`src/hw/bsf_pkg.sv`:
```
// shared constants, field layouts and types of the scan and fault control block
package bsf_pkg;
    // ****************************************************************
    // register word indices
    // ****************************************************************
    localparam logic [7:0] IDX_GLOBAL_OP = 8'h01;
    localparam logic [7:0] IDX_SCAN_OP   = 8'h02;
    localparam logic [7:0] IDX_CELL_OP   = 8'h03;
    localparam logic [7:0] IDX_PACKI_OP  = 8'h04;
    localparam logic [7:0] IDX_BAT_OP    = 8'h05;
    localparam logic [7:0] IDX_REG_OP    = 8'h06;
    localparam logic [7:0] IDX_ETAUX_OP  = 8'h07;
    localparam logic [7:0] IDX_FET_OP    = 8'h08;
    localparam logic [7:0] IDX_IRQ_STAT  = 8'h09;
    localparam logic [7:0] IDX_IRQ_MASK  = 8'h0a;
    localparam logic [7:0] IDX_STAT_FIRST = 8'h63;
    localparam logic [7:0] IDX_STAT_LAST  = 8'h69;
    localparam logic [7:0] IDX_CHG_REG    = 8'h67;
    localparam int         NUM_STAT       = 7;

    // ****************************************************************
    // field positions
    // ****************************************************************
    localparam int GLB_KICK_BIT  = 0;
    localparam int GLB_SEL_BIT   = 1;
    localparam int GLB_BUSY_BIT  = 2;
    localparam int SCAN_DLY_LSB  = 0;
    localparam int SCAN_DLY_W    = 3;
    localparam int SCAN_MODE_LSB = 4;
    localparam int CELL_WIPE_BIT = 7;
    localparam int CHG_PRES_BIT  = 5;
    localparam int IRQ_SCAN_BIT  = 0;
    localparam int IRQ_WIPE_BIT  = 1;
    localparam int IRQ_FAULT_BIT = 2;

    // ****************************************************************
    // timing
    // ****************************************************************
    localparam int CLK_HZ       = 10_000_000;
    localparam int SCAN_TIME_US = 100;
    localparam int SCAN_CYC     = (SCAN_TIME_US * (CLK_HZ / 1_000_000));
    localparam int DLY_UNIT_US  = 1000;
    localparam int DLY_UNIT_CYC = (DLY_UNIT_US * (CLK_HZ / 1_000_000));
    localparam int WIPE_CYC     = 4;

    typedef enum logic [1:0] {
        BSF_MODE_IDLE  = 2'b00,
        BSF_MODE_SCAN  = 2'b01,
        BSF_MODE_LOWP  = 2'b10,
        BSF_MODE_SHIP  = 2'b11
    } bsf_mode_t;

    typedef enum logic [1:0] {
        BSF_SEQ_IDLE = 2'b00,
        BSF_SEQ_WAIT = 2'b01,
        BSF_SEQ_RUN  = 2'b10,
        BSF_SEQ_WIPE = 2'b11
    } bsf_seq_t;

    // measurement selection handed to the analog side per scan
    typedef struct packed {
        logic       cell_voltage_on;
        logic [1:0] cell_voltage_averaging;
        logic       pack_current_on;
        logic [1:0] pack_current_averaging;
        logic       pack_voltage_on;
        logic       internal_temp_on;
        logic [1:0] misc_averaging;
        logic [1:0] misc_rate;
        logic       ext_temp_aux_on;
        logic [1:0] ext_temp_aux_averaging;
        logic       open_wire_on;
        logic [1:0] open_wire_rate;
    } bsf_meas_t;

    // avalon slave request bundle
    typedef struct packed {
        logic        rd;
        logic        wr;
        logic [9:0]  addr;
        logic [31:0] wdata;
    } bsf_bus_t;
endpackage

```
`src/hw/bsf_delay_timer.sv`:
```
// down counter that times the inter-scan delay and the scan itself
`timescale 1ns/1ns
module bsf_delay_timer
    import bsf_pkg::*;
(
    input  wire logic        ref_clk_in,   // block clock
    input  wire logic        rst_n_in,     // async reset, low
    input  wire logic        clk_en_in,    // freeze when low
    input  wire logic        load_in,      // load count
    input  wire logic [23:0] count_in,     // cycles to count
    output logic             done_out      // one-cycle pulse at zero
);
    typedef struct packed {
        logic [23:0] cnt;
        logic        run;
        logic        done;
    } bsf_tmr_t;

    bsf_tmr_t st;
    bsf_tmr_t next_st;

    // a load restarts the count even mid-run
    always_comb
    begin
        next_st      = st;
        next_st.done = 1'b0;
        if (load_in)
        begin
            next_st.cnt = count_in;
            next_st.run = 1'b1;
        end
        else if (st.run)
        begin
            if (st.cnt <= 24'h000001)
            begin
                next_st.run  = 1'b0;
                next_st.done = 1'b1;
            end
            else
            begin
                next_st.cnt = st.cnt - 24'h000001;
            end
        end
    end

    // state register
    always_ff @(posedge ref_clk_in or negedge rst_n_in)
    begin
        if (!rst_n_in)
            st <= '0;
        else if (clk_en_in)
            st <= next_st;
    end

    assign done_out = st.done;
endmodule

```
`src/hw/bsf_top.sv`:
```
// scan sequencing and fault wipe control with an avalon-mm register slave
// How it works
// - select=0, kick=0 write in scan mode enters continuous scan
// - select=1, kick=0 write stops continuous scan
// - one last scan after delay once stopped
// - delay field picks inter-scan wait
// - enables and averaging shape each scan
// - mode field accepts scan mode encoding
// - busy bit readable in global register
// - seven status registers readable separately
// - wipe clears 0x63..0x69, scan counter, keeps charger
// - wipe bit self-clears when done
// - live condition keeps its bit set
// - scan starts on kick rising edge
// - kick ignored outside scan mode
`timescale 1ns/1ns
module bsf_top
    import bsf_pkg::*;
(
    input  wire logic        ref_clk_in,          // 10 MHz clock
    input  wire logic        rst_n_in,            // async reset, low
    input  wire logic        clk_en_in,           // freeze when low
    input  wire logic [9:0]  avs_address_in,      // byte address
    input  wire logic        avs_read_in,         // read strobe
    input  wire logic        avs_write_in,        // write strobe
    input  wire logic [31:0] avs_writedata_in,    // write data
    input  wire logic [3:0]  avs_byteenable_in,   // byte lanes
    output logic [31:0]      avs_readdata_out,    // read data
    output logic             avs_waitrequest_out, // stall
    input  wire logic [55:0] fault_cond_in,       // live conditions, 8 per status reg
    input  wire logic        charger_present_in,  // charger pin
    output logic             scan_active_out,     // scan in progress
    output logic [18:0]      meas_sel_out,        // measurement selection
    output logic [7:0]       scan_count_out,      // completed scans counter
    output logic             irq_out              // level interrupt
);
    typedef struct packed {
        logic        ack;
        logic [31:0] rdata;
        logic        kick;
        logic        sel;
        logic [2:0]  delay;
        bsf_mode_t   mode;
        logic        wipe;
        bsf_meas_t   meas;
        bsf_seq_t    seq;
        logic        last_pending;
        logic [7:0]  scan_cnt;
        logic [2:0]  wipe_cnt;
        logic [55:0] stat;
        logic [2:0]  irq_stat;
        logic [2:0]  irq_mask;
        logic [1:0]  chg_sync;
        logic        irq;
        logic        active;
    } bsf_state_t;

    bsf_state_t  st;
    bsf_state_t  next_st;
    logic [55:0] cond_s1;
    logic [55:0] cond_s2;
    logic        tmr_load;
    logic [23:0] tmr_count;
    logic        tmr_done;
    bsf_bus_t    bus;

    // word index from a byte address
    function automatic logic [7:0] word_idx(input logic [9:0] a);
        word_idx = a[9:2];
    endfunction

    // delay cycles from the enumerated field, doubling per step
    function automatic logic [23:0] delay_cycles(input logic [2:0] code);
        delay_cycles = 24'(DLY_UNIT_CYC) << code;
    endfunction

    // ****************************************************************
    // input synchronisers and bus bundle
    // ****************************************************************
    // fault conditions come from the analog domain
    always_ff @(posedge ref_clk_in or negedge rst_n_in)
    begin
        if (!rst_n_in)
        begin
            cond_s1 <= '0;
            cond_s2 <= '0;
        end
        else if (clk_en_in)
        begin
            cond_s1 <= fault_cond_in;
            cond_s2 <= cond_s1;
        end
    end

    assign bus = '{rd: avs_read_in, wr: avs_write_in, addr: avs_address_in,
                   wdata: avs_writedata_in};

    bsf_delay_timer u_tmr (
        .ref_clk_in (ref_clk_in),
        .rst_n_in   (rst_n_in),
        .clk_en_in  (clk_en_in),
        .load_in    (tmr_load),
        .count_in   (tmr_count),
        .done_out   (tmr_done)
    );

    // ****************************************************************
    // next state
    // ****************************************************************
    always_comb
    begin
        logic [7:0]  idx;
        logic [7:0]  wb;
        logic        req;
        logic [2:0]  ev;
        logic        start;
        logic [55:0] keep;

        idx       = word_idx(bus.addr);
        wb        = bus.wdata[7:0];
        req       = (bus.rd || bus.wr) && !st.ack;
        ev        = 3'b000;
        start     = 1'b0;
        keep      = '0;
        next_st   = st;
        tmr_load  = 1'b0;
        tmr_count = 24'(SCAN_CYC);
        next_st.ack      = req;
        next_st.chg_sync = {st.chg_sync[0], charger_present_in};

        // register writes; one wait state, ack marks the answer cycle
        if (req && bus.wr && avs_byteenable_in[0])
        begin
            unique case (idx)
                IDX_GLOBAL_OP:
                begin
                    // rising edge of kick in scan mode starts a single scan
                    if (wb[GLB_KICK_BIT] && !st.kick && st.mode == BSF_MODE_SCAN)
                        start = 1'b1;
                    if (!wb[GLB_KICK_BIT] && !wb[GLB_SEL_BIT])
                        next_st.sel = 1'b0;
                    if (!wb[GLB_KICK_BIT] && wb[GLB_SEL_BIT] && !st.sel)
                    begin
                        next_st.sel          = 1'b1;
                        next_st.last_pending = 1'b1;
                    end
                    next_st.kick = wb[GLB_KICK_BIT] && (st.mode == BSF_MODE_SCAN);
                end

                IDX_SCAN_OP:
                begin
                    next_st.delay = wb[SCAN_DLY_LSB +: SCAN_DLY_W];
                    next_st.mode  = bsf_mode_t'(wb[SCAN_MODE_LSB +: 2]);
                end

                IDX_CELL_OP:
                begin
                    next_st.meas.cell_voltage_on        = wb[0];
                    next_st.meas.cell_voltage_averaging = wb[2:1];
                    if (wb[CELL_WIPE_BIT])
                        next_st.wipe = 1'b1;
                end

                IDX_PACKI_OP:
                begin
                    next_st.meas.pack_current_on        = wb[0];
                    next_st.meas.pack_current_averaging = wb[2:1];
                    next_st.meas.open_wire_rate         = wb[4:3];
                end

                IDX_BAT_OP:
                begin
                    next_st.meas.pack_voltage_on  = wb[0];
                    next_st.meas.internal_temp_on = wb[1];
                    next_st.meas.misc_averaging   = wb[3:2];
                end

                IDX_REG_OP:   next_st.meas.misc_rate = wb[1:0];

                IDX_ETAUX_OP:
                begin
                    next_st.meas.ext_temp_aux_on        = wb[0];
                    next_st.meas.ext_temp_aux_averaging = wb[2:1];
                end

                IDX_FET_OP:   next_st.meas.open_wire_on = wb[0];

                IDX_IRQ_MASK: next_st.irq_mask = wb[2:0];

                default:      ;
            endcase
        end

        // read mux; unmapped words read zero
        next_st.rdata = '0;
        if (req && bus.rd)
        begin
            if (idx >= IDX_STAT_FIRST && idx <= IDX_STAT_LAST)
                next_st.rdata[7:0] = st.stat[8*(idx - IDX_STAT_FIRST) +: 8];
            else
            begin
                unique case (idx)
                    IDX_GLOBAL_OP: next_st.rdata[2:0] =
                        {st.seq != BSF_SEQ_IDLE, st.sel, st.kick};

                    IDX_SCAN_OP:   next_st.rdata[5:0] = {st.mode, 1'b0, st.delay};

                    IDX_CELL_OP:   next_st.rdata[7:0] = {st.wipe, 4'h0,
                        st.meas.cell_voltage_averaging, st.meas.cell_voltage_on};

                    IDX_PACKI_OP:  next_st.rdata[4:0] = {st.meas.open_wire_rate,
                        st.meas.pack_current_averaging, st.meas.pack_current_on};

                    IDX_BAT_OP:    next_st.rdata[3:0] = {st.meas.misc_averaging,
                        st.meas.internal_temp_on, st.meas.pack_voltage_on};

                    IDX_REG_OP:    next_st.rdata[1:0] = st.meas.misc_rate;

                    IDX_ETAUX_OP:  next_st.rdata[2:0] = {st.meas.ext_temp_aux_averaging,
                        st.meas.ext_temp_aux_on};

                    IDX_FET_OP:    next_st.rdata[0]   = st.meas.open_wire_on;

                    IDX_IRQ_STAT:  next_st.rdata[2:0] = st.irq_stat;

                    IDX_IRQ_MASK:  next_st.rdata[2:0] = st.irq_mask;

                    default:       next_st.rdata      = '0;
                endcase
            end
        end

        // scan sequencer
        unique case (st.seq)
            BSF_SEQ_IDLE:
            begin
                if (next_st.wipe)
                begin
                    next_st.seq      = BSF_SEQ_WIPE;
                    next_st.wipe_cnt = 3'(WIPE_CYC);
                end
                else if (start || (!next_st.sel && st.mode == BSF_MODE_SCAN
                                   && idx == IDX_GLOBAL_OP && req && bus.wr))
                begin
                    next_st.seq = BSF_SEQ_RUN;
                    tmr_load    = 1'b1;
                end
            end

            BSF_SEQ_RUN:
            begin
                // scans run with the measurement set in meas
                if (tmr_done)
                begin
                    next_st.scan_cnt = st.scan_cnt + 8'h01;
                    next_st.kick     = 1'b0;
                    ev[IRQ_SCAN_BIT] = 1'b1;
                    if ((!st.sel || st.last_pending) && st.mode == BSF_MODE_SCAN
                        && !st.kick)
                    begin
                        next_st.seq = BSF_SEQ_WAIT;
                        tmr_load    = 1'b1;
                        tmr_count   = delay_cycles(st.delay);
                    end
                    else
                        next_st.seq = BSF_SEQ_IDLE;
                end
            end

            BSF_SEQ_WAIT:
            begin
                // after a stop the pending delay still ends in one scan
                if (tmr_done)
                begin
                    next_st.seq = BSF_SEQ_RUN;
                    tmr_load    = 1'b1;
                    if (st.sel)
                        next_st.last_pending = 1'b0;
                end
            end

            BSF_SEQ_WIPE:
            begin
                if (st.wipe_cnt == 3'h0)
                begin
                    keep               = cond_s2;
                    keep[8*(IDX_CHG_REG - IDX_STAT_FIRST) + CHG_PRES_BIT] = 1'b1;
                    next_st.stat       = st.stat & keep;
                    next_st.scan_cnt   = 8'h00;
                    next_st.wipe       = 1'b0;
                    next_st.seq        = BSF_SEQ_IDLE;
                    ev[IRQ_WIPE_BIT]   = 1'b1;
                end
                else
                    next_st.wipe_cnt = st.wipe_cnt - 3'h1;
            end

            default: next_st.seq = BSF_SEQ_IDLE;
        endcase

        // conditions set sticky bits; charger bit follows its pin
        if (!(st.seq == BSF_SEQ_WIPE && st.wipe_cnt == 3'h0))
            next_st.stat = st.stat | cond_s2;
        else
            next_st.stat = next_st.stat | cond_s2;
        next_st.stat[8*(IDX_CHG_REG - IDX_STAT_FIRST) + CHG_PRES_BIT] = st.chg_sync[1];
        if (|(cond_s2 & ~st.stat))
            ev[IRQ_FAULT_BIT] = 1'b1;

        // status read clears, a new event in the same cycle wins
        if (req && bus.rd && idx == IDX_IRQ_STAT)
            next_st.irq_stat = ev;
        else
            next_st.irq_stat = st.irq_stat | ev;
        next_st.irq    = |(next_st.irq_stat & st.irq_mask);
        next_st.active = (next_st.seq == BSF_SEQ_RUN);
    end

    // ****************************************************************
    // state register
    // ****************************************************************
    always_ff @(posedge ref_clk_in or negedge rst_n_in)
    begin
        if (!rst_n_in)
        begin
            st      <= '0;
            st.sel  <= 1'b1; // not scanning after reset
            st.mode <= BSF_MODE_IDLE;
        end
        else if (clk_en_in)
            st <= next_st;
    end

    assign avs_readdata_out    = st.rdata;
    assign avs_waitrequest_out = !st.ack;
    assign scan_active_out     = st.active;
    assign meas_sel_out        = {1'b0, st.meas};
    assign scan_count_out      = st.scan_cnt;
    assign irq_out             = st.irq;
endmodule

```
`config.mk`:
```
export PLATFORM = sky130hd
export DESIGN_NAME = bsf_top
export DESIGN_NICKNAME = d
export VERILOG_FILES = /design/src/hw/bsf_pkg.sv /design/src/hw/bsf_delay_timer.sv /design/src/hw/bsf_top.sv
export SDC_FILE = /design/constraint.sdc
export NUM_CORES = 1
export LEC_CHECK = 0
export ABC_AREA = 0
export CAP_MARGIN = 20
export CORE_MARGIN = 10
export CORE_UTILIZATION = 50
export DETAILED_ROUTE_END_ITERATION = 8
export DONT_BUFFER_PORTS = 1
export SYNTH_ARGS = -nofsm -noshare
export SYNTH_HDL_FRONTEND = slang
export SYNTH_SLANG_ARGS = --single-unit
```
`constraint.sdc`:
```
create_clock -name ref_clk_in -period 4.9 [get_ports ref_clk_in]
set_input_delay 0 -clock ref_clk_in [delete_from_list [all_inputs] [get_ports ref_clk_in]]
set_output_delay 0 -clock ref_clk_in [all_outputs]
set_load 0.005 [all_outputs]
```
==> results.json, run 1 <==
{
  "post_synth_num_cell_types": 81,
  "core_area_um2": 24500,
  "highest_fanout_seen_on_the_critical_path": 13,
  "final_design_area_no_fill_um2": 14100,
  "power.share.combinational_pct": 17.0,
  "design.final.nets": 1264,
  "regToRegStartpoint": "st[138]",
  "synth_seq_cells": 253,
  "place_hpwl_um": 20800,
  "fin_crit_ps": 3260,
  "fin_skew_ps": 10.1,
  "cts.sink_count": 253,
  "cts_stage_hold_buffer_count": 80,
  "timing.final.max_slew_violations": 0,
  "grt_antenna_before_repair": 1,
  "finalWeightedCongestion": 0.880,
  "cts_htree_levels": 1,
  "p_int_w": 0.00418,
  "max_freq_mhz": 307,
  "placed_cells_incl_taps": 1355,
  "cp_data_arrival_time_ps": 3740,
  "cts_inserted_buffers": 28,
  "clock_power_share_pct": 35.4,
  "switching_power_w": 0.00165,
  "layoutNonFillerInstCount": 1486,
  "clkTransAtPathRegs_ps": 60,
  "rsz0062_at_grt": "false",
  "route.detailed.wl_per_inst_um": 20.9,
  "die-area_um2": 31700,
  "worstSetupEndpoint": "avs_readdata_out[6]",
  "grt_first_pass_wirelength_um": 50000,
  "first_pass_iters": 5,
  "tightest_slew_ps": 1030,
  "post_synth_instance_area_um2": 12500,
  "placement_rows": 57,
  "ctsResizeCount": 0,
  "global_route.usage.total_pct": 19.5,
  "syn_inst": 1119,
  "postPlaceCellArea_um2": 12300,
  "syn-mean-instance-area_um2": 11.2,
  "cellLeakagePower_nw": 6.06,
  "crit_path_start": "avs_address_in[5]",
  "clock_tree.buffer_depth": 3,
  "hold_path_class": "primary input to async pin",
  "drt_iter0_drc": 759,
  "violations": "negative hold slack",
  "synth_ff_type": "dfrtp_1",
  "reg2regPathDepth": 7,
  "chipHeight_um": 178,
  "worstPathRequired_ps": 5380,
  "final.hold.worst_slack_ps": -847,
  "final_hold_viol_count": 253,
  "dr_total_vias": 8671,
  "post_cts.repair.setup_buffers": 0,
  "grt_overflow_total": 0,
  "switching_share_pct": 28.3,
  "finish.utilization_pct": 57.5,
  "routed_via_density": 5.84,
  "pre_cts_slack_ps": 2180,
  "synth.yosys.warnings": 0,
  "start_util_pct": 51.1,
  "post_route_drc_violation_count": 0,
  "power_density_nw_per_um2": 414,
  "fin_setup_tns_ps": 0,
  "slew-limit-headroom_pct": 31.3,
  "endpoint_kind": "flip-flop",
  "grt_start_max_net_pins": 254,
  "cts_root_buf": "clkbuf_16",
  "synth-edff-count": 0,
  "clock_latency_ps": 550,
  "drt-total-wl_um": 31100,
  "r2r_setup_slack_ps": 2090,
  "remaining_antenna_violation_count": 0,
  "final-setup-viol-count": 0,
  "setup.worst_path.class": "primary input to flip-flop",
  "ios": 170,
  "layout-drive-gt1-share_pct": 17.9,
  "final_min_period_over_clock_period_pct": 66.5,
  "clock_tree_from_tritoncts": "yes",
  "synth_seq_area_share_pct": 50.7,
  "run_status": "finished with violations",
  "synthArstFlopShare_pct": 100,
  "horizontal_extent_of_the_die_um": 178,
  "first_global_vias": 8668,
  "drv.max_cap_violation_count": 0,
  "area.growth.synth_to_final_pct": 12.7,
  "timing.rr.end": "st[100]",
  "max-vdd-ir-drop_uv": 281,
  "seq_power_share_pct": 47.6,
  "cp-start-kind": "primary input",
  "place.port_buffers": 0,
  "final.setup.worst_slack_ps": 1640
}
## cells in the mapped netlist (4+ instances only)
master / count / area share, %
dfrtp_1: 252 / 50
mux2_2: 124 / 11
nand2_1: 99 / 3.0
o21ai_0: 82 / 3.3
buf_4: 60 / 3.6
a22o_1: 47 / 3.3
clkbuf_1: 43 / 1.3
nand2b_1: 40 / 2.0
inv_1: 39 / 1.2
nor2_1: 39 / 1.2
a21oi_1: 23 / 0.92
nand3_1: 17 / 0.68
ha_1: 15 / 1.5
mux2i_1: 15 / 1.2
nor3_1: 13 / 0.52
o2111ai_1: 13 / 0.91
nand4_1: 11 / 0.55
o221ai_1: 11 / 0.77
nor4_1: 9 / 0.45
and2_1: 8 / 0.40
buf_1: 8 / 0.24
mux4_2: 8 / 1.4
o22ai_1: 8 / 0.40
o2bb2ai_1: 8 / 0.56
a211oi_1: 7 / 0.42
xor2_1: 7 / 0.49
nor2b_1: 6 / 0.30
o21a_1: 5 / 0.30
a222oi_1: 4 / 0.32
a22oi_1: 4 / 0.24
and3_1: 4 / 0.20
buf_2: 4 / 0.16
nand3b_1: 4 / 0.24
o211ai_1: 4 / 0.24
or4_1: 4 / 0.24
## worst max-delay path: stages
cell,delay (ps)
dlygate4sd3_1,900
nand2b_1,170
nor2_1,170
o2111a_1,270
dlygate4sd3_1,670
nand4_1,160
dlygate4sd3_1,650
o2bb2ai_1,160
dlygate4sd3_1,570
## metal layers
| metal | share of wire (%) | GRT usage [%] | vias up | wire (um) |
|---|---|---|---|---|
| met5 | 0 | 0 | - | 0 |
| met4 | 2.3 | 4.93 | 0 | 727 |
| met3 | 5.7 | 3.40 | 46 | 1760 |
| met2 | 49 | 32.8 | 229 | 15300 |
| met1 | 43 | 25.6 | 4358 | 13300 |
| li1 | - | - | 4038 | - |
## sequential cells by signal, indices dropped and copies added (netlist names)
signal and count:
cond_s1 56, cond_s2 56, avs_readdata_out 8, meas_sel_out 18, irq_out 1, u_tmr.st 25
scan_count_out 8, u_tmr.done_out 1, st 77, next_st 2, scan_active_out 1
## cell usage in the layout (no fill, tap or decap), types with 23 or more instances in the layout
cell,instances
clkbuf_16,28
inv_1,39
nand2_1,99
a22o_1,47
dlygate4sd3_1,79
dfrtp_1,252
a21oi_1,23
mux2_2,124
o21ai_0,82
nand2b_1,40
nor2_1,39
conb_1,25
## area by class of cell
cell class	instances	area, um^2
Sequential cell	253	6330
Antenna cell	1	2.50
Fill cell	2074	10400
Clock inverter	9	87.6
Timing Repair Buffer	86	863
Tap cell	324	405
Multi-Input combinational cell	732	5410
Clock buffer	41	820
Inverter	40	150
## through the flow
stage / power (W) / hold WS [ps]
3_5_place_dp: 0.00370 / -283
6_report: 0.00583 / -847
4_1_cts: 0.00586 / -859
2_1_floorplan: 0.00344 / -296
5_1_grt: 0.00611 / -872
3_3_place_gp: 0.00367 / -284
## worst min-delay path by stage
| stage | startpoint | to | slack (ps) | depth (start not counted) |
|---|---|---|---|---|
| after global placement | rst_n_in | meas_sel_out[3] | -280 | 0 |
| after detailed placement | rst_n_in | meas_sel_out[7] | -280 | 0 |
| after floorplan | rst_n_in | avs_readdata_out[0] | -300 | 0 |
| after global routing | rst_n_in | meas_sel_out[7] | -870 | 0 |
| after CTS | rst_n_in | meas_sel_out[7] | -860 | 0 |
| final | rst_n_in | meas_sel_out[6] | -850 | 0 |
## power by group through the flow
stage | Combinational (W) | Sequential [W] | Clock (W)
floorplan | 0.000791 | 0.00265 | 0
global placement | 0.000882 | 0.00279 | 0
detailed placement | 0.000901 | 0.00280 | 0
CTS | 0.000993 | 0.00277 | 0.00210
global route | 0.00111 | 0.00282 | 0.00218
finish | 0.000990 | 0.00277 | 0.00207
## logic make-up after synthesis
logic type	count (synthesis)	share of synthesized area (%)
AND/OR/NAND/NOR	277	11.6
XOR/XNOR	10	0.701
adder cells (fa/ha/maj)	15	1.50
other	1	0.0300
flip-flops	253	50.7
AO/OA/AOI/OAI	258	14.9
multiplexers	147	13.8
buffers and inverters	158	6.77
Note: power is estimated with default switching activity, not from simulation.
==> inputs of run 2 (changes only) <==
- clock period: 4.9 -> 3.4 ns (I/O delays scaled with it)
==> run 2 against run 1 <==
- the flow still finishes with violations (negative hold slack)
- core utilization increased by 1.2 points
- routed wire length increased by 3.4%
- non-clock buffer count increased by 36
- worst hold slack got worse by 17 ps
- critical path depth decreased by 1
- via count increased by 2.5%
- cell area increased by 2.0%
- largest power group unchanged
- combinational power increased by 49%
- largest cell class unchanged
==> results.json, run 2 (synthesis results as in run 1) <==
{
  "run_status": "finished with violations",
  "violations": "negative hold slack",
  "cellLeakagePower_nw": 6.18,
  "power_density_nw_per_um2": 575,
  "finish.utilization_pct": 58.7,
  "grt_overflow_total": 0,
  "largest_register_ffs": 77,
  "layoutNonFillerInstCount": 1519,
  "grt_antenna_before_repair": 2,
  "worstPathRequired_ps": 3840,
  "endpoint_kind": "flip-flop",
  "cts_inserted_buffers": 28,
  "postPlaceCellArea_um2": 12300,
  "post_route_drc_violation_count": 0,
  "hold_path_class": "primary input to async pin",
  "tightest_slew_ps": 784,
  "global_route.usage.total_pct": 20.2,
  "place_hpwl_um": 20700,
  "design.final.nets": 1300,
  "core_area_um2": 24500,
  "commonest_cells_after_routing_fill_and_taps_aside": "dfrtp_1 (252), mux2_2 (124), dlygate4sd3_1 (114)",
  "routed_via_density": 5.85,
  "cts_htree_levels": 1,
  "cts.sink_count": 253,
  "grt_start_max_net_pins": 254,
  "setup.worst_path.class": "flip-flop to flip-flop",
  "final_min_period_over_clock_period_pct": 92.4,
  "clock_tree.buffer_depth": 3,
  "n_fill_cell": 2061,
  "grt_first_pass_wirelength_um": 51300,
  "placed_cells_incl_taps": 1356,
  "area.growth.synth_to_final_pct": 14.9,
  "first_global_vias": 8974,
  "clkTransAtPathRegs_ps": 60,
  "place.port_buffers": 0,
  "cts_root_buf": "clkbuf_16",
  "dr_total_vias": 8888,
  "clock_latency_ps": 560,
  "final-setup-viol-count": 0,
  "fin_crit_ps": 3140,
  "slew-limit-headroom_pct": 47.7,
  "cp_data_arrival_time_ps": 3580,
  "chipHeight_um": 178,
  "max-vdd-ir-drop_uv": 463,
  "final_design_area_no_fill_um2": 14400,
  "placement_rows": 57,
  "clock_tree_from_tritoncts": "yes",
  "finalWeightedCongestion": 0.873,
  "multi_input_comb_area_um2": 5410,
  "final_hold_viol_count": 254,
  "max_freq_mhz": 318,
  "route.detailed.wl_per_inst_um": 21.2,
  "first_pass_iters": 7,
  "fin_setup_tns_ps": 0,
  "layout_commonest_cell": "dfrtp_1",
  "timing.final.max_slew_violations": 0,
  "start_util_pct": 51.1,
  "top_register": "st",
  "die-area_um2": 31700,
  "drv.max_cap_violation_count": 0,
  "highest_fanout_seen_on_the_critical_path": 5,
  "fin_skew_ps": 11.7,
  "drt_iter0_drc": 716,
  "biggest_regs": "st (77), cond_s1 (56), cond_s2 (56)",
  "ios": 170,
  "remaining_antenna_violation_count": 0,
  "ff_latch_area_um2": 6330,
  "drt-total-wl_um": 32100,
  "horizontal_extent_of_the_die_um": 178,
  "cp-start-kind": "flip-flop",
  "final.hold.worst_slack_ps": -865,
  "cts_stage_hold_buffer_count": 115,
  "rsz0062_at_grt": "false",
  "layout-drive-gt1-share_pct": 17.0
}
-- run 2: final cells by class --
cell class	instances	area share, %
Sequential cell	253	44.1
Clock inverter	8	0.480
Multi-Input combinational cell	732	37.7
Clock buffer	39	5.31
Timing Repair Buffer	122	8.51
Inverter	40	1.05
Antenna cell	1	0.0174
Tap cell	324	2.82
-- run 2: through the flow --
step	power [W]	worst slack, ps
2_1_floorplan	0.00496	1110
3_3_place_gp	0.00529	767
3_5_place_dp	0.00533	750
6_report	0.00826	259
5_1_grt	0.00866	159
4_1_cts	0.00832	357
-- run 2: final timing paths --
kind                            start               to  slack (ps)  depth (start not counted)
hold reg to reg            cond_s1[8]       cond_s2[8]         480                          2
setup / recovery              st[138]           st[99]         260                          8
max in group asynchronous    rst_n_in     u_tmr.st[11]        3610                          0
min in group ref_clk_in     clk_en_in          irq_out         -10                          3
setup reg to reg              st[138]           st[99]         260                          8
hold / removal               rst_n_in  meas_sel_out[5]        -860                          0
-- run 2: power breakdown --
part | switching, W | internal [W] | total (W)
registers | 0.000463 | 0.00352 | 0.00399
clock network | 0.00123 | 0.00156 | 0.00279
logic | 0.000679 | 0.000802 | 0.00148
-- run 2: routing by layer --
metal	wire length (um)	global-route usage [%]	share of wire, %	vias to the layer above
met5	12	0	0.037	-
met1	13500	26.3	42	4498
met2	16000	34.1	50	222
met4	816	5.73	2.5	2
met3	1810	3.45	5.6	55
li1	-	-	-	4111
-- run 2: worst max-delay path, stage by stage, from the launching register on --
cell	delay (ps)
dfrtp_1	400
inv_1	150
and3_1	300
nand2_1	160
nor3_1	220
dlygate4sd3_1	680
nand2_1	220
mux2_2	350
dlygate4sd3_1	560
-- run 2: what timing repair did --
item	in CTS	in global routing
setup buffers	0	0
endpoints found under the hold margin	464	253
gates resized for setup	0	0
==> inputs of run 3 (changes only) <==
- CELL_PAD_IN_SITES_DETAIL_PLACEMENT: default -> 1
- CELL_PAD_IN_SITES_GLOBAL_PLACEMENT: default -> 1
- PLACE_DENSITY_LB_ADDON: default -> 0.1
==> run 3 against run 2 <==
- the flow still finishes with violations (negative hold slack)
- die area stayed put
- critical path depth is 1 higher
- routed wire length is 16% higher
- flip-flop and latch count stayed put
- largest cell class unchanged
==> results.json, run 3 (synthesis results as in run 1) <==
{
  "cp_data_arrival_time_ps": 3400,
  "max_freq_mhz": 344,
  "die-area_um2": 31700,
  "chipHeight_um": 178,
  "grt_first_pass_wirelength_um": 59100,
  "final_min_period_over_clock_period_pct": 85.4,
  "grt_overflow_total": 0,
  "area.growth.synth_to_final_pct": 17.8,
  "rsz0062_at_grt": "false",
  "clkTransAtPathRegs_ps": 60,
  "finish.utilization_pct": 60.2,
  "dr_total_vias": 9201,
  "routed_via_density": 5.94,
  "cellLeakagePower_nw": 6.35,
  "hold_path_class": "primary input to async pin",
  "cp-start-kind": "primary input",
  "final-setup-viol-count": 0,
  "grt_antenna_before_repair": 1,
  "cts_stage_hold_buffer_count": 139,
  "first_global_vias": 9903,
  "timing.critical_path.slowest_cell_delay_ps": 630,
  "ctsResizeCount": 0,
  "first_pass_iters": 6,
  "finalWeightedCongestion": 0.833,
  "clock_tree_from_tritoncts": "yes",
  "power_density_nw_per_um2": 595,
  "post_cts.repair.setup_buffers": 0,
  "cts_htree_levels": 1,
  "top_register": "st",
  "start_util_pct": 51.1,
  "drt_iter0_drc": 837,
  "place_hpwl_um": 22100,
  "antennaDiodeCount": 0,
  "place.port_buffers": 0,
  "horizontal_extent_of_the_die_um": 178,
  "clock_latency_ps": 560,
  "fin_crit_ps": 2900,
  "worstPathRequired_ps": 3900,
  "slew-limit-headroom_pct": 52.8,
  "layout-drive-gt1-share_pct": 17.2,
  "max-vdd-ir-drop_uv": 604,
  "design.final.nets": 1328,
  "commonest_cells_after_routing_fill_and_taps_aside": "dfrtp_1 (252), dlygate4sd3_1 (138), mux2_2 (124)",
  "post_route_drc_violation_count": 0,
  "cp_slowest_cell": "dlygate4sd3_1",
  "cts_inserted_buffers": 29,
  "power_w": 0.00875,
  "biggest_regs": "st (77), cond_s1 (56), cond_s2 (56)",
  "fin_skew_ps": 12.5,
  "remaining_antenna_violation_count": 0,
  "cts_root_buf": "clkbuf_16",
  "drt-total-wl_um": 37400,
  "layout_commonest_cell": "dfrtp_1",
  "run_status": "finished with violations",
  "fin_setup_tns_ps": 0,
  "path_cells": "dlygate4sd3_1 > nor4_4 > dlygate4sd3_1 > and2_4 > a31oi_2 > a211o_1 > buf_4 > nor2_1 > a22o_1",
  "global_route.usage.total_pct": 23.5,
  "drv.max_cap_violation_count": 0,
  "setup.worst_path.class": "primary input to flip-flop",
  "highest_fanout_seen_on_the_critical_path": 14,
  "endpoint_kind": "flip-flop",
  "final.hold.worst_slack_ps": -863,
  "route.detailed.wl_per_inst_um": 24.1,
  "core_area_um2": 24500,
  "n_fill_cell": 2512,
  "clock_tree.buffer_depth": 3,
  "final_hold_viol_count": 253,
  "grt_start_max_net_pins": 254,
  "violations": "negative hold slack",
  "placement_rows": 57,
  "cts.sink_count": 253,
  "tightest_slew_ps": 709,
  "largest_register_ffs": 77,
  "timing.final.max_slew_violations": 0,
  "path_common_cell": "dlygate4sd3_1",
  "ios": 170
}
==> run 3: changes by cell type in the layout (fill, tap and decap cells not counted), sizes merged <==
cell / delta
dlygate4sd3: +24
bufinv: +2
clkinv: -3
inv: +1
buf: +3
diode: -1
clkbuf: +3
==> run 3: cell type report <==
class,instances,area (um^2),area share [%]
multi-input cells,732,5410,36.8
clock inverters,8,111,0.757
repair buffers,149,1480,10.1
clock buffers,42,825,5.60
flip-flops and latches,253,6330,43.0
well taps,324,405,2.75
inverters,40,150,1.02
==> run 3: worst max-delay path: cells and delay by family <==
kind	cells	cell delay (ps)
AOI/OAI and AO/OA	3	850
buffers and inverters	3	1490
and+or+nand+nor	3	1050
==> run 3: worst paths after layout <==
path	startpoint	end	slack, ps	cells after the start
worst max-delay path	avs_address_in[6]	u_tmr.st[23]	500	9
worst min-delay path	rst_n_in	meas_sel_out[7]	-860	0
min in group ref_clk_in	clk_en_in	st[8]	20	3
max in group asynchronous	rst_n_in	cond_s2[8]	3780	0
worst min register to register	cond_s1[28]	cond_s2[28]	480	2
worst max register to register	st[138]	st[6]	540	8
==> run 3: report_power, final <==
group,switching (W),total [W],internal (W)
registers,0.000509,0.00403,0.00352
clock network,0.00130,0.00314,0.00183
logic,0.000742,0.00158,0.000840
==> run 3: stage by stage <==
stage,setup WS (ps),cells,cell area [um^2],hold WS [ps]
6_report,495,1548,14700,-863
5_1_grt,385,1548,14700,-884
4_1_cts,554,1548,14700,-885
3_5_place_dp,801,1359,12400,-284
3_3_place_gp,817,1359,12400,-284
2_1_floorplan,1110,1143,12600,-296
==> run 3: routing by layer <==
layer | up-vias | global-route usage (%) | routed length (um)
met3 | 53 | 3.87 | 1880
met2 | 240 | 41.5 | 19400
met4 | 2 | 5.80 | 803
met1 | 4753 | 29.5 | 15200
met5 | - | 0 | 13
li1 | 4153 | - | -
